$ cat config.mk
export PLATFORM = sky130hd
export DESIGN_NAME = motion_status_flags
export DESIGN_NICKNAME = d
export VERILOG_FILES = /design/src/rtl/motion_flags_pkg.sv /design/src/rtl/flag_cmd_if.sv /design/src/rtl/system_flag_core.sv /design/src/rtl/motion_status_flags.sv
export SDC_FILE = /design/constraint.sdc
export NUM_CORES = 1
export LEC_CHECK = 0
export BUFFER_PORTS_ARGS = -buffer_cell sky130_fd_sc_hd__buf_2
export CORE_MARGIN = 10
export CORE_UTILIZATION = 57
export DETAILED_ROUTE_END_ITERATION = 6
export PLACE_DENSITY = 0.87
export REMOVE_ABC_BUFFERS = 1
export SLEW_MARGIN = 20
export SYNTH_ARGS = -nofsm -noshare
export SYNTH_HDL_FRONTEND = slang
export SYNTH_SLANG_ARGS = --single-unit
$ cat constraint.sdc
create_clock -name pclk -period 4.2 [get_ports pclk]
set_input_delay 0.84 -clock pclk [delete_from_list [all_inputs] [get_ports pclk]]
set_output_delay 0.84 -clock pclk [all_outputs]
set_load 0.01 [all_outputs]
$ cat src/rtl/motion_flags_pkg.sv
// constants, field layout and command codes for the motion status flags
package motion_flags_pkg;

  // system and axis counts, field widths
  localparam int NUM_SYS   = 2;
  localparam int NUM_AXES  = 8;
  localparam int FLAG_W    = 9;
  localparam int ADDR_W    = 8;
  localparam int FOVR_W    = 5;
  localparam int RATIO_W   = 8;
  localparam int INT_W     = 4;

  // flag bit positions inside one system's flag word
  localparam int FLAG_SETTLED  = 0;
  localparam int FLAG_JOG_DONE = 1;
  localparam int FLAG_RAPID    = 2;
  localparam int FLAG_FEED     = 3;
  localparam int FLAG_TAP      = 4;
  localparam int FLAG_THREAD   = 5;
  localparam int FLAG_SYNC     = 6;
  localparam int FLAG_CSS      = 7;
  localparam int FLAG_SKIP     = 8;

  // register byte offsets
  localparam logic [ADDR_W-1:0] OFS_FLAGS0     = 8'h00;
  localparam logic [ADDR_W-1:0] OFS_FLAGS1     = 8'h04;
  localparam logic [ADDR_W-1:0] OFS_SPDL_OVR   = 8'h08;
  localparam logic [ADDR_W-1:0] OFS_SPDL_RATIO = 8'h0C;
  localparam logic [ADDR_W-1:0] OFS_INT_STATUS = 8'h10;
  localparam logic [ADDR_W-1:0] OFS_INT_CLEAR  = 8'h14;
  localparam logic [ADDR_W-1:0] OFS_INT_ENABLE = 8'h18;

  // interrupt status layout: settled rise, jog done rise, per system
  localparam int INT_SETTLED0 = 0;
  localparam int INT_JOG0     = 1;
  localparam int INT_SETTLED1 = 2;
  localparam int INT_JOG1     = 3;

  // reset values
  localparam logic [RATIO_W-1:0] FULL_RATIO   = 8'h64;
  localparam logic [RATIO_W-1:0] OVR_RESET    = 8'h64;
  localparam logic [INT_W-1:0]   INT_EN_RESET = 4'h0;

  // feed override select, all low-active bits inactive means 0 %
  localparam logic [FOVR_W-1:0] FOVR_ZERO_N = 5'h1F;

  // snapshot scan period
  localparam int SCAN_PERIOD_NS = 10000;
  localparam int CLK_PERIOD_NS  = 10;
  localparam int SCAN_CYCLES    = SCAN_PERIOD_NS / CLK_PERIOD_NS;
  localparam int SCAN_W         = 10;

  // decoded commands from the program interpreter
  typedef enum logic [3:0] {
    CMD_NONE,
    CMD_RAPID,
    CMD_POSITION,
    CMD_REF_RETURN,
    CMD_LINEAR,
    CMD_CIRC_CW,
    CMD_CIRC_CCW,
    CMD_SKIP,
    CMD_THREAD,
    CMD_CYCLE_CANCEL,
    CMD_TAP_CYCLE,
    CMD_TAP_MODE,
    CMD_CUT_MODE,
    CMD_SYNC_FEED,
    CMD_ASYNC_FEED,
    CMD_CSS_ON
  } cmd_code_t;

  localparam int CMD_W = 4;

endpackage : motion_flags_pkg

$ cat src/rtl/flag_cmd_if.sv
// per-system controller events in, live flags out
`timescale 1ns/1ps
interface flag_cmd_if;
  import motion_flags_pkg::*;

  logic                  auto_mode;        // memory, mdi or tape
  logic                  motion_active;    // motion executing
  logic                  accel_lag;        // accel/decel delay left
  logic [NUM_AXES-1:0]   axis_moving_plus_flags;
  logic [NUM_AXES-1:0]   axis_moving_minus_flags;
  logic                  cmd_strobe;       // one-cycle command pulse
  cmd_code_t             cmd_code;         // decoded command
  logic                  css_off;          // surface speed cancel pulse
  logic                  block_done;       // block completed pulse
  logic                  pause_request_n;  // low requests pause
  logic                  interlock_stop;   // axis interlock stop
  logic [FOVR_W-1:0]     feed_override_select_n;
  logic                  stroke_end;       // hard or soft stroke end
  logic                  reset_cond;       // controller reset condition
  logic                  reset_rewind;     // reset and rewind request
  logic                  jog_start;        // random feed move start
  logic                  jog_complete;     // random feed move finished
  logic [RATIO_W-1:0]    spindle_override; // requested percent
  logic [FLAG_W-1:0]     flags;            // live flag word
  logic [RATIO_W-1:0]    spindle_ratio;    // effective percent

  modport core (
    input  auto_mode, motion_active, accel_lag, axis_moving_plus_flags,
           axis_moving_minus_flags, cmd_strobe, cmd_code, css_off,
           block_done, pause_request_n, interlock_stop,
           feed_override_select_n, stroke_end, reset_cond,
           reset_rewind, jog_start, jog_complete, spindle_override,
    output flags, spindle_ratio
  );

  modport top (
    output auto_mode, motion_active, accel_lag, axis_moving_plus_flags,
           axis_moving_minus_flags, cmd_strobe, cmd_code, css_off,
           block_done, pause_request_n, interlock_stop,
           feed_override_select_n, stroke_end, reset_cond,
           reset_rewind, jog_start, jog_complete, spindle_override,
    input  flags, spindle_ratio
  );

endinterface : flag_cmd_if

$ cat src/rtl/system_flag_core.sv
// flag logic of one controlled system
`timescale 1ns/1ps
module system_flag_core
  import motion_flags_pkg::*;
(
  input wire logic pclk,
  input wire logic presetn,
  flag_cmd_if.core bus
);

  logic settled;      // accel/decel settled
  logic jog_busy;     // random feed move running
  logic jog_done;     // random feed move finished
  logic rapid;        // rapid traverse
  logic feed;         // machining feed
  logic tap_cycle;    // canned tapping cycle modal
  logic tap_mode;     // tapping mode modal
  logic thread;       // threading
  logic sync_feed;    // spindle linked feed
  logic constant_surface_speed_flag;          // constant surface speed
  logic skip;         // skip running
  logic stop_any;     // any stop event
  logic cmd;          // command valid
  logic motion_cmd;   // any motion command
  logic group01;      // group 01 motion command

  // common stop events and command classes
  assign stop_any = bus.block_done | ~bus.pause_request_n
                  | bus.interlock_stop | bus.stroke_end | bus.reset_cond
                  | (bus.feed_override_select_n == FOVR_ZERO_N)
                  | ~bus.auto_mode;
  assign cmd      = bus.cmd_strobe & bus.auto_mode;
  assign group01  = bus.cmd_code inside {CMD_RAPID, CMD_LINEAR,
                    CMD_CIRC_CW, CMD_CIRC_CCW, CMD_THREAD};
  assign motion_cmd = group01 | (bus.cmd_code inside {CMD_POSITION,
                    CMD_REF_RETURN, CMD_SKIP});

  // settled: no motion, no lag, no axis moving; machine lock not gated
  always_ff @(posedge pclk or negedge presetn)
    if (!presetn)
      settled <= 1'b0;
    else
      settled <= ~bus.motion_active & ~bus.accel_lag
               & ~|bus.axis_moving_plus_flags
               & ~|bus.axis_moving_minus_flags;

  // random feed completion; reset and rewind aborts without done
  always_ff @(posedge pclk or negedge presetn)
    if (!presetn)
    begin
      jog_busy <= 1'b0;
      jog_done <= 1'b0;
    end
    else if (bus.reset_rewind)
    begin
      jog_busy <= 1'b0;
      jog_done <= 1'b0;
    end
    else if (bus.jog_start)
    begin
      jog_busy <= 1'b1;
      jog_done <= 1'b0;
    end
    else if (jog_busy && bus.jog_complete)
    begin
      jog_busy <= 1'b0;
      jog_done <= 1'b1;
    end

  // rapid traverse, auto only, machine lock not gated
  always_ff @(posedge pclk or negedge presetn)
    if (!presetn)
      rapid <= 1'b0;
    else if (stop_any)
      rapid <= 1'b0;
    else if (cmd)
      rapid <= bus.cmd_code inside {CMD_RAPID, CMD_POSITION,
                                    CMD_REF_RETURN};

  // machining feed, auto only
  always_ff @(posedge pclk or negedge presetn)
    if (!presetn)
      feed <= 1'b0;
    else if (stop_any)
      feed <= 1'b0;
    else if (cmd)
      feed <= bus.cmd_code inside {CMD_LINEAR, CMD_CIRC_CW,
                                   CMD_CIRC_CCW, CMD_SKIP};

  // tapping modals
  always_ff @(posedge pclk or negedge presetn)
    if (!presetn)
    begin
      tap_cycle <= 1'b0;
      tap_mode  <= 1'b0;
    end
    else if (bus.reset_cond)
    begin
      tap_cycle <= 1'b0;
      tap_mode  <= 1'b0;
    end
    else if (cmd)
    begin
      if (bus.cmd_code == CMD_TAP_CYCLE)
        tap_cycle <= 1'b1;
      else if (bus.cmd_code == CMD_CYCLE_CANCEL || group01)
        tap_cycle <= 1'b0;
      if (bus.cmd_code == CMD_TAP_MODE)
        tap_mode <= 1'b1;
      else if (bus.cmd_code == CMD_CUT_MODE)
        tap_mode <= 1'b0;
    end

  // threading, sync feed, surface speed, skip
  always_ff @(posedge pclk or negedge presetn)
    if (!presetn)
    begin
      thread    <= 1'b0;
      sync_feed <= 1'b0;
      constant_surface_speed_flag       <= 1'b0;
      skip      <= 1'b0;
    end
    else
    begin
      if (bus.reset_cond)
        thread <= 1'b0;
      else if (bus.cmd_strobe && motion_cmd)
        thread <= bus.cmd_code == CMD_THREAD;
      if (bus.cmd_strobe && bus.cmd_code == CMD_SYNC_FEED)
        sync_feed <= 1'b1;
      else if (bus.cmd_strobe && bus.cmd_code == CMD_ASYNC_FEED)
        sync_feed <= 1'b0;
      if (bus.cmd_strobe && bus.css_off)
        constant_surface_speed_flag <= 1'b0;
      else if (cmd && bus.cmd_code == CMD_CSS_ON)
        constant_surface_speed_flag <= 1'b1;
      if (bus.block_done || bus.reset_cond)
        skip <= 1'b0;
      else if (cmd && bus.cmd_code == CMD_SKIP)
        skip <= 1'b1;
    end

  // effective spindle ratio, forced full while threading
  always_ff @(posedge pclk or negedge presetn)
    if (!presetn)
      bus.spindle_ratio <= FULL_RATIO;
    else
      bus.spindle_ratio <= thread ? FULL_RATIO
                                  : bus.spindle_override;

  // assemble flag word
  always_comb
  begin
    bus.flags                = '0;
    bus.flags[FLAG_SETTLED]  = settled;
    bus.flags[FLAG_JOG_DONE] = jog_done;
    bus.flags[FLAG_RAPID]    = rapid;
    bus.flags[FLAG_FEED]     = feed;
    bus.flags[FLAG_TAP]      = (tap_cycle | tap_mode) & bus.auto_mode
                             & bus.motion_active;
    bus.flags[FLAG_THREAD]   = thread;
    bus.flags[FLAG_SYNC]     = sync_feed;
    bus.flags[FLAG_CSS]      = constant_surface_speed_flag;
    bus.flags[FLAG_SKIP]     = skip;
  end

endmodule : system_flag_core

$ cat src/rtl/motion_status_flags.sv
// motion status flags with scan snapshot, apb registers and interrupt
//
// Implementation choices: the address map and the APB interface to the registers.
`timescale 1ns/1ps

////////////////////////////////////////////////////////////////////////////
// Summary of operation
// - settled flag high after motion without lag
// - settled flag ignores machine lock
// - settled needs all axis moving flags low
// - jog done set on completion, held until next jog start or reset and rewind
// - reset and rewind abort leaves jog done low
// - rapid flag during automatic rapid motion
// - rapid flag cleared by stop events
// - rapid updates under lock, never manual
// - feed flag during automatic feed motion
// - feed flag cleared by stop events
// - feed updates under lock, never manual
// - tapping flag in tap cycle or mode, only in auto with motion active
// - tapping cleared by cancel or mode commands
// - threading set on thread, cleared by other motion commands or reset
// - threading forces spindle ratio to full
// - sync feed set and cleared by commands
// - surface speed set in auto, cleared
// - skip flag until its block completes
module motion_status_flags
  import motion_flags_pkg::*;
(
  // clock and reset
  input  wire logic                              pclk,
  input  wire logic                              presetn,
  // apb slave
  input  wire logic [ADDR_W-1:0]                 paddr,
  input  wire logic                              psel,
  input  wire logic                              penable,
  input  wire logic                              pwrite,
  input  wire logic [31:0]                       pwdata,
  output logic      [31:0]                       prdata,
  output logic                                   pready,
  output logic                                   pslverr,
  // interrupt
  output logic                                   irq,
  // controller events, one lane per system
  input  wire logic [NUM_SYS-1:0]                auto_mode,
  input  wire logic [NUM_SYS-1:0]                motion_active,
  input  wire logic [NUM_SYS-1:0]                accel_lag,
  input  wire logic [NUM_SYS-1:0][NUM_AXES-1:0]  axis_moving_plus_flags,
  input  wire logic [NUM_SYS-1:0][NUM_AXES-1:0]  axis_moving_minus_flags,
  input  wire logic [NUM_SYS-1:0]                cmd_strobe,
  input  wire logic [NUM_SYS-1:0][CMD_W-1:0]     cmd_code,
  input  wire logic [NUM_SYS-1:0]                css_off,
  input  wire logic [NUM_SYS-1:0]                block_done,
  input  wire logic [NUM_SYS-1:0]                pause_request_n,
  input  wire logic [NUM_SYS-1:0]                interlock_stop,
  input  wire logic [NUM_SYS-1:0][FOVR_W-1:0]    feed_override_select_n,
  input  wire logic [NUM_SYS-1:0]                stroke_end,
  input  wire logic [NUM_SYS-1:0]                reset_cond,
  input  wire logic [NUM_SYS-1:0]                reset_rewind,
  input  wire logic [NUM_SYS-1:0]                jog_start,
  input  wire logic [NUM_SYS-1:0]                jog_complete,
  // scan boundary marker
  output logic                                   scan_tick
);

  ////////////////////////////////////////////////////////////////////////
  // declarations

  flag_cmd_if sys_if [NUM_SYS] ();              // per-system carriers

  logic [NUM_SYS-1:0][FLAG_W-1:0]  live_flags;   // flags from the cores
  logic [NUM_SYS-1:0][RATIO_W-1:0] live_ratio;   // ratios from the cores
  logic [NUM_SYS-1:0][FLAG_W-1:0]  snap_flags;   // scan snapshot
  logic [NUM_SYS-1:0][RATIO_W-1:0] snap_ratio;   // scan snapshot ratio
  logic [NUM_SYS-1:0][FLAG_W-1:0]  prev_flags;   // previous snapshot
  logic [NUM_SYS-1:0][RATIO_W-1:0] spdl_ovr;     // software override
  logic [SCAN_W-1:0]               scan_cnt;     // scan period counter
  logic                            scan_pend;    // snapshot due next edge
  logic [INT_W-1:0]                int_status;   // sticky events
  logic [INT_W-1:0]                int_enable;   // interrupt mask
  logic [INT_W-1:0]                int_events;   // this cycle's events
  logic                            setup_ph;     // apb setup phase
  logic                            access_ph;    // apb access phase
  logic                            wr_en;        // write takes effect
  logic                            addr_ok;      // mapped address
  logic [31:0]                     next_prdata;  // read mux output

  ////////////////////////////////////////////////////////////////////////
  // per-system flag cores

  genvar s;
  generate
    for (s = 0; s < NUM_SYS; s++)
    begin : g_sys
      // drive the carrier from the top ports
      assign sys_if[s].auto_mode               = auto_mode[s];
      assign sys_if[s].motion_active           = motion_active[s];
      assign sys_if[s].accel_lag               = accel_lag[s];
      assign sys_if[s].axis_moving_plus_flags  = axis_moving_plus_flags[s];
      assign sys_if[s].axis_moving_minus_flags = axis_moving_minus_flags[s];
      assign sys_if[s].cmd_strobe              = cmd_strobe[s];
      assign sys_if[s].cmd_code                = cmd_code_t'(cmd_code[s]);
      assign sys_if[s].css_off                 = css_off[s];
      assign sys_if[s].block_done              = block_done[s];
      assign sys_if[s].pause_request_n         = pause_request_n[s];
      assign sys_if[s].interlock_stop          = interlock_stop[s];
      assign sys_if[s].feed_override_select_n  = feed_override_select_n[s];
      assign sys_if[s].stroke_end              = stroke_end[s];
      assign sys_if[s].reset_cond              = reset_cond[s];
      assign sys_if[s].reset_rewind            = reset_rewind[s];
      assign sys_if[s].jog_start               = jog_start[s];
      assign sys_if[s].jog_complete            = jog_complete[s];
      assign sys_if[s].spindle_override        = spdl_ovr[s];
      // collect results
      assign live_flags[s] = sys_if[s].flags;
      assign live_ratio[s] = sys_if[s].spindle_ratio;

      // one independent copy of every flag per system
      system_flag_core u_core (
        .pclk    (pclk),
        .presetn (presetn),
        .bus     (sys_if[s])
      );
    end
  endgenerate

  ////////////////////////////////////////////////////////////////////////
  // scan timing

  // counts the scan period, marks its last cycle
  always_ff @(posedge pclk or negedge presetn)
  begin
    if (!presetn)
      scan_cnt <= '0;
    else if (scan_pend)
      scan_cnt <= '0;
    else
      scan_cnt <= scan_cnt + 1'b1;
  end

  assign scan_pend = (scan_cnt == SCAN_W'(SCAN_CYCLES - 1));

  // one-cycle marker after each snapshot update
  always_ff @(posedge pclk or negedge presetn)
  begin
    if (!presetn)
      scan_tick <= 1'b0;
    else
      scan_tick <= scan_pend;
  end

  ////////////////////////////////////////////////////////////////////////
  // snapshot

  // all systems refreshed together so reads stay consistent
  always_ff @(posedge pclk or negedge presetn)
  begin
    if (!presetn)
    begin
      snap_flags <= '0;
      snap_ratio <= {NUM_SYS{FULL_RATIO}};
      prev_flags <= '0;
    end
    else if (scan_pend)
    begin
      snap_flags <= live_flags;
      snap_ratio <= live_ratio;
      prev_flags <= snap_flags;
    end
  end

  ////////////////////////////////////////////////////////////////////////
  // interrupts

  // rising edges of settled and jog done in the snapshot
  always_comb
  begin
    int_events               = '0;
    int_events[INT_SETTLED0] = snap_flags[0][FLAG_SETTLED]
                             & ~prev_flags[0][FLAG_SETTLED];
    int_events[INT_JOG0]     = snap_flags[0][FLAG_JOG_DONE]
                             & ~prev_flags[0][FLAG_JOG_DONE];
    int_events[INT_SETTLED1] = snap_flags[1][FLAG_SETTLED]
                             & ~prev_flags[1][FLAG_SETTLED];
    int_events[INT_JOG1]     = snap_flags[1][FLAG_JOG_DONE]
                             & ~prev_flags[1][FLAG_JOG_DONE];
    // edges count once, in the cycle after the snapshot moved
    if (!scan_tick)
      int_events = '0;
  end

  // sticky status; a new event wins over a same-cycle clear
  always_ff @(posedge pclk or negedge presetn)
  begin
    if (!presetn)
      int_status <= '0;
    else if (wr_en && paddr == OFS_INT_CLEAR)
      int_status <= (int_status & ~pwdata[INT_W-1:0]) | int_events;
    else
      int_status <= int_status | int_events;
  end

  // interrupt enable register
  always_ff @(posedge pclk or negedge presetn)
  begin
    if (!presetn)
      int_enable <= INT_EN_RESET;
    else if (wr_en && paddr == OFS_INT_ENABLE)
      int_enable <= pwdata[INT_W-1:0];
  end

  // level interrupt while any enabled bit is set
  always_ff @(posedge pclk or negedge presetn)
  begin
    if (!presetn)
      irq <= 1'b0;
    else
      irq <= |(int_status & int_enable);
  end

  ////////////////////////////////////////////////////////////////////////
  // apb slave

  assign setup_ph  = psel & ~penable;
  assign access_ph = psel & penable;
  assign pready    = 1'b1;                 // zero wait states
  assign wr_en     = access_ph & pwrite & addr_ok;

  // mapped addresses; clear is write-only, flags and status read-only
  always_comb
  begin
    unique case (paddr)
      OFS_FLAGS0, OFS_FLAGS1, OFS_SPDL_RATIO, OFS_INT_STATUS:
        addr_ok = ~pwrite;
      OFS_INT_CLEAR:
        addr_ok = pwrite;
      OFS_SPDL_OVR, OFS_INT_ENABLE:
        addr_ok = 1'b1;
      default:
        addr_ok = 1'b0;
    endcase
  end

  // error answer for unmapped or wrong-direction access
  assign pslverr = access_ph & ~addr_ok;

  // spindle override per system, software written
  always_ff @(posedge pclk or negedge presetn)
  begin
    if (!presetn)
      spdl_ovr <= {NUM_SYS{OVR_RESET}};
    else if (wr_en && paddr == OFS_SPDL_OVR)
    begin
      spdl_ovr[0] <= pwdata[RATIO_W-1:0];
      spdl_ovr[1] <= pwdata[2*RATIO_W-1:RATIO_W];
    end
  end

  // read mux
  always_comb
  begin
    next_prdata = '0;
    unique case (paddr)
      OFS_FLAGS0:
        next_prdata[FLAG_W-1:0] = snap_flags[0];
      OFS_FLAGS1:
        next_prdata[FLAG_W-1:0] = snap_flags[1];
      OFS_SPDL_OVR:
        next_prdata[2*RATIO_W-1:0] = {spdl_ovr[1], spdl_ovr[0]};
      OFS_SPDL_RATIO:
        next_prdata[2*RATIO_W-1:0] = {snap_ratio[1], snap_ratio[0]};
      OFS_INT_STATUS:
        next_prdata[INT_W-1:0] = int_status;
      OFS_INT_ENABLE:
        next_prdata[INT_W-1:0] = int_enable;
      default:
        next_prdata = '0;
    endcase
  end

  // read data captured in setup, shown through the access phase
  always_ff @(posedge pclk or negedge presetn)
  begin
    if (!presetn)
      prdata <= '0;
    else if (setup_ph && !pwrite)
      prdata <= next_prdata;
    else if (setup_ph)
      prdata <= '0;
  end

endmodule : motion_status_flags

==> flow_summary.toml <==
[floorplan]
fp-row-count = 36
die_area_mm2 = 0.0146
core-area_mm2 = 0.00982
top_level_ports = 157
die_w_um = 121
start_util_pct = 59.0
die_h_um = 121

[sta]
hold_ws_ns = 0.398
tns_ns = 0
slew_headroom_pct = 37.1
final-max-slew-violation-count = 0
worst_pin_slew_ns = 0.940
post-route-period-util_pct = 69.8
finalCriticalPeriod_ns = 2.93
final-setup-viol-count = 0
fmax_ghz = 0.341
final.setup_skew_ns = 0.00898
rsz0062_at_grt = "no"
hold_violations = 0

[clocking]
htree_levels = 4
numCtsBuffers = 17
cts_setup_buffers = 0
cts_tree = "built"
insertion_delay_ns = 0.53
cts.path.max_buffers = 2
holdBufCountCts = 0
cts_resized = 0
clk_pin_slew_ns = 0.06
cts_root_buffer = "clkbuf_8"
cts.sinks = 128

[synthesis]
avgSynthCellArea_um2 = 11.6
synth_common_cells = "110 x dfrtp_1, 55 x mux2_2, 38 x nand2_1, 30 x a21oi_1, 25 x nor2_1"
synth-seq-area-share_pct = 55.6
ys_ff_latch = 128
syn-cell-area_mm2 = 0.00580
yosysTopAreaCell = "dfrtp_1"
synth_top_area_share_pct = 47.5
synth_area_leaders = "dfrtp_1 47%, mux2_2 11%, dfstp_2 8.2%"
yosysMostFrequentCell = "dfrtp_1"
synth_ff_type = "dfrtp_1"
ys_warn_count = 0
synth-async-reset-ratio_pct = 100
synth_cells = 501
ys_types = 53
synth_edf_count = 0

[hold_path]
hp-class = "input pin to async pin"

[worst_setup_path]
path_buf_inv = 3
crit_family = "buffers and inverters"
end_kind = "output port"
start_kind = "input pin"
worstSetupPathType = "input pin to output port"
cpMaxStageDelayCell = "buf_2"
cp_max_fo = 17
regToRegSetupSlack_ns = 1.68
crit_path_cell_trace = "buf_2 > inv_1 > a21boi_0 > o21ai_0 > a21oi_1 > buf_2"
cp.required_ns = 3.36
crit_arrival_ns = 2.09
worst_path_most_repeated_cell = "buf_2"
critPathMaxStageDelay_ns = 0.34

[final_layout]
final_net_count = 744
final_layout_size_suffix_gt1_share_pct = 38.3
fin_area_mm2 = 0.00702
area_growth_pct = 21.1
antenna_cells = 0

[power_and_ir_drop]
p_seq_share_pct = 43.4
ir_drop_mv = 0.294
powerDensity_mw_per_mm2 = 412
swShare_pct = 21.4
p_int_mw = 2.27
netSwitchingPower_mw = 0.619
power_frac_clock_pct = 51.0
comb_power_share_pct = 5.6
leakage_nw = 3.42

[global_route]
grt_max_degree = 63
grt_pass1_vias = 4979
grt_remaining_overflow = 0
grt_pass1_wl_um = 24900
antenna_found_initial = 0
gr-usage-all-layers_pct = 21.4

[place]
place_hpwl_um = 10500
io_buffers = 123
finalWeightedCongestion = 0.871
dpl-instance-area_mm2 = 0.00643

[drt]
ant_nets = 0
via_per_inst = 5.92
vias = 4548
route.detailed.drc = 0
post_drt_wl_per_cell_um = 19.8
drt-initial-drc-count = 294
drt-total-wl_um = 15200
dr.pass1.iters = 7

[run_status]
outcome = "finished, final reports clean"

[flow_run]
cap_violations = 0
==> power by group through the flow <==
stage	Clock [mW]	Sequential, mW	Combinational [mW]
floorplan	0	1.27	0.0502
global placement	0	1.28	0.151
detailed placement	0	1.28	0.158
CTS	1.48	1.26	0.160
global route	1.54	1.26	0.180
finish	1.47	1.26	0.162
==> cells by family (layout without fill, tap and decap cells) <==
logic type                 Yosys count  in the layout  synth area share, %
adders and majority gates            1              1                0.216
and+or+nand+nor                    149            149                 13.6
muxes                               69             69                 13.7
xor gates and xnor gates             6              6                0.906
other                                2             17                0.130
buffers and inverters               52            171                 5.07
AOI/OAI and AO/OA                   94             94                 10.7
DFF                                128            128                 55.6
==> stage by stage <==
step	cells	worst slack, ns	utilization [%]	total power, mW
global placement	736	1.32	65.5	1.43
floorplan	475	1.68	-	1.32
detailed placement	736	1.34	65.5	1.43
finish	768	1.27	71.5	2.89
CTS	768	1.31	71.5	2.90
global route	768	1.15	71.5	2.98
==> cells in the final DEF (no fill, tap or decap), drive strengths merged, types with 11 or more instances in the layout <==
master	n
clkbuf	26
a21oi	30
a22o	15
dfstp	18
nand3	14
nor2	26
inv	11
buf	128
dfrtp	110
o21ai	15
mux2	59
conb	17
nand2	38
nor2b	13
nor4	14
==> state kept, by name (all words and copies together), names as in the netlist <==
| signal | count |
|---|---|
| int_status | 4 |
| int_enable | 4 |
| irq | 1 |
| g_sys.u_core.bus.spindle_ratio | 16 |
| g_sys.u_core.tap_mode | 2 |
| g_sys.u_core.feed | 2 |
| snap_flags | 18 |
| prdata | 16 |
| sys_if.spindle_override | 16 |
| g_sys.u_core.jog_done | 2 |
| g_sys.u_core.skip | 2 |
| scan_cnt | 10 |
| g_sys.u_core.settled | 2 |
| snap_ratio | 16 |
| scan_tick | 1 |
| g_sys.u_core.sync_feed | 2 |
| prev_flags | 4 |
| g_sys.u_core.tap_cycle | 2 |
| g_sys.u_core.rapid | 2 |
| g_sys.u_core.constant_surface_speed_flag | 2 |
| g_sys.u_core.jog_busy | 2 |
| g_sys.u_core.thread | 2 |
==> worst paths after layout <==
kind                               start                                    to  cells after the start
max                             paddr[2]                               pslverr                      6
min                              presetn              g_sys[1].u_core.tap_mode                      1
max reg2reg                  scan_cnt[3]                        snap_flags[10]                      5
min reg2reg                prev_flags[1]                         int_status[1]                      1
max in group asynchronous        presetn  g_sys[1].u_core.bus.spindle_ratio[5]                      2
min in group pclk          prev_flags[1]                         int_status[1]                      1
==> per-layer routing <==
layer / up-vias / part of all wire [%] / global-route usage [%]
li1: 2020 / - / -
met1: 2252 / 39 / 23.8
met2: 223 / 50 / 35.3
met3: 53 / 7.6 / 7.68
met4: 0 / 3.5 / 11.2
met5: - / 0 / 0
==> worst register-to-register path, cell delays in order (launching register included) <==
cell and delay, ns:
dfrtp_1 0.42, nor4bb_1 0.29, nand3_1 0.21, nor2_4 0.68
buf_4 0.42, mux2_2 0.38
==> area by class of cell <==
class / instances / area [um2]
timing repair buffer: 128 / 656
clock inverter: 6 / 105
tap: 133 / 166
sequential: 128 / 3230
fill: 708 / 2800
multi-input combinational: 336 / 2340
clock buffer: 26 / 488
inverter: 11 / 41.3
Power figures use the tool's default switching activity.
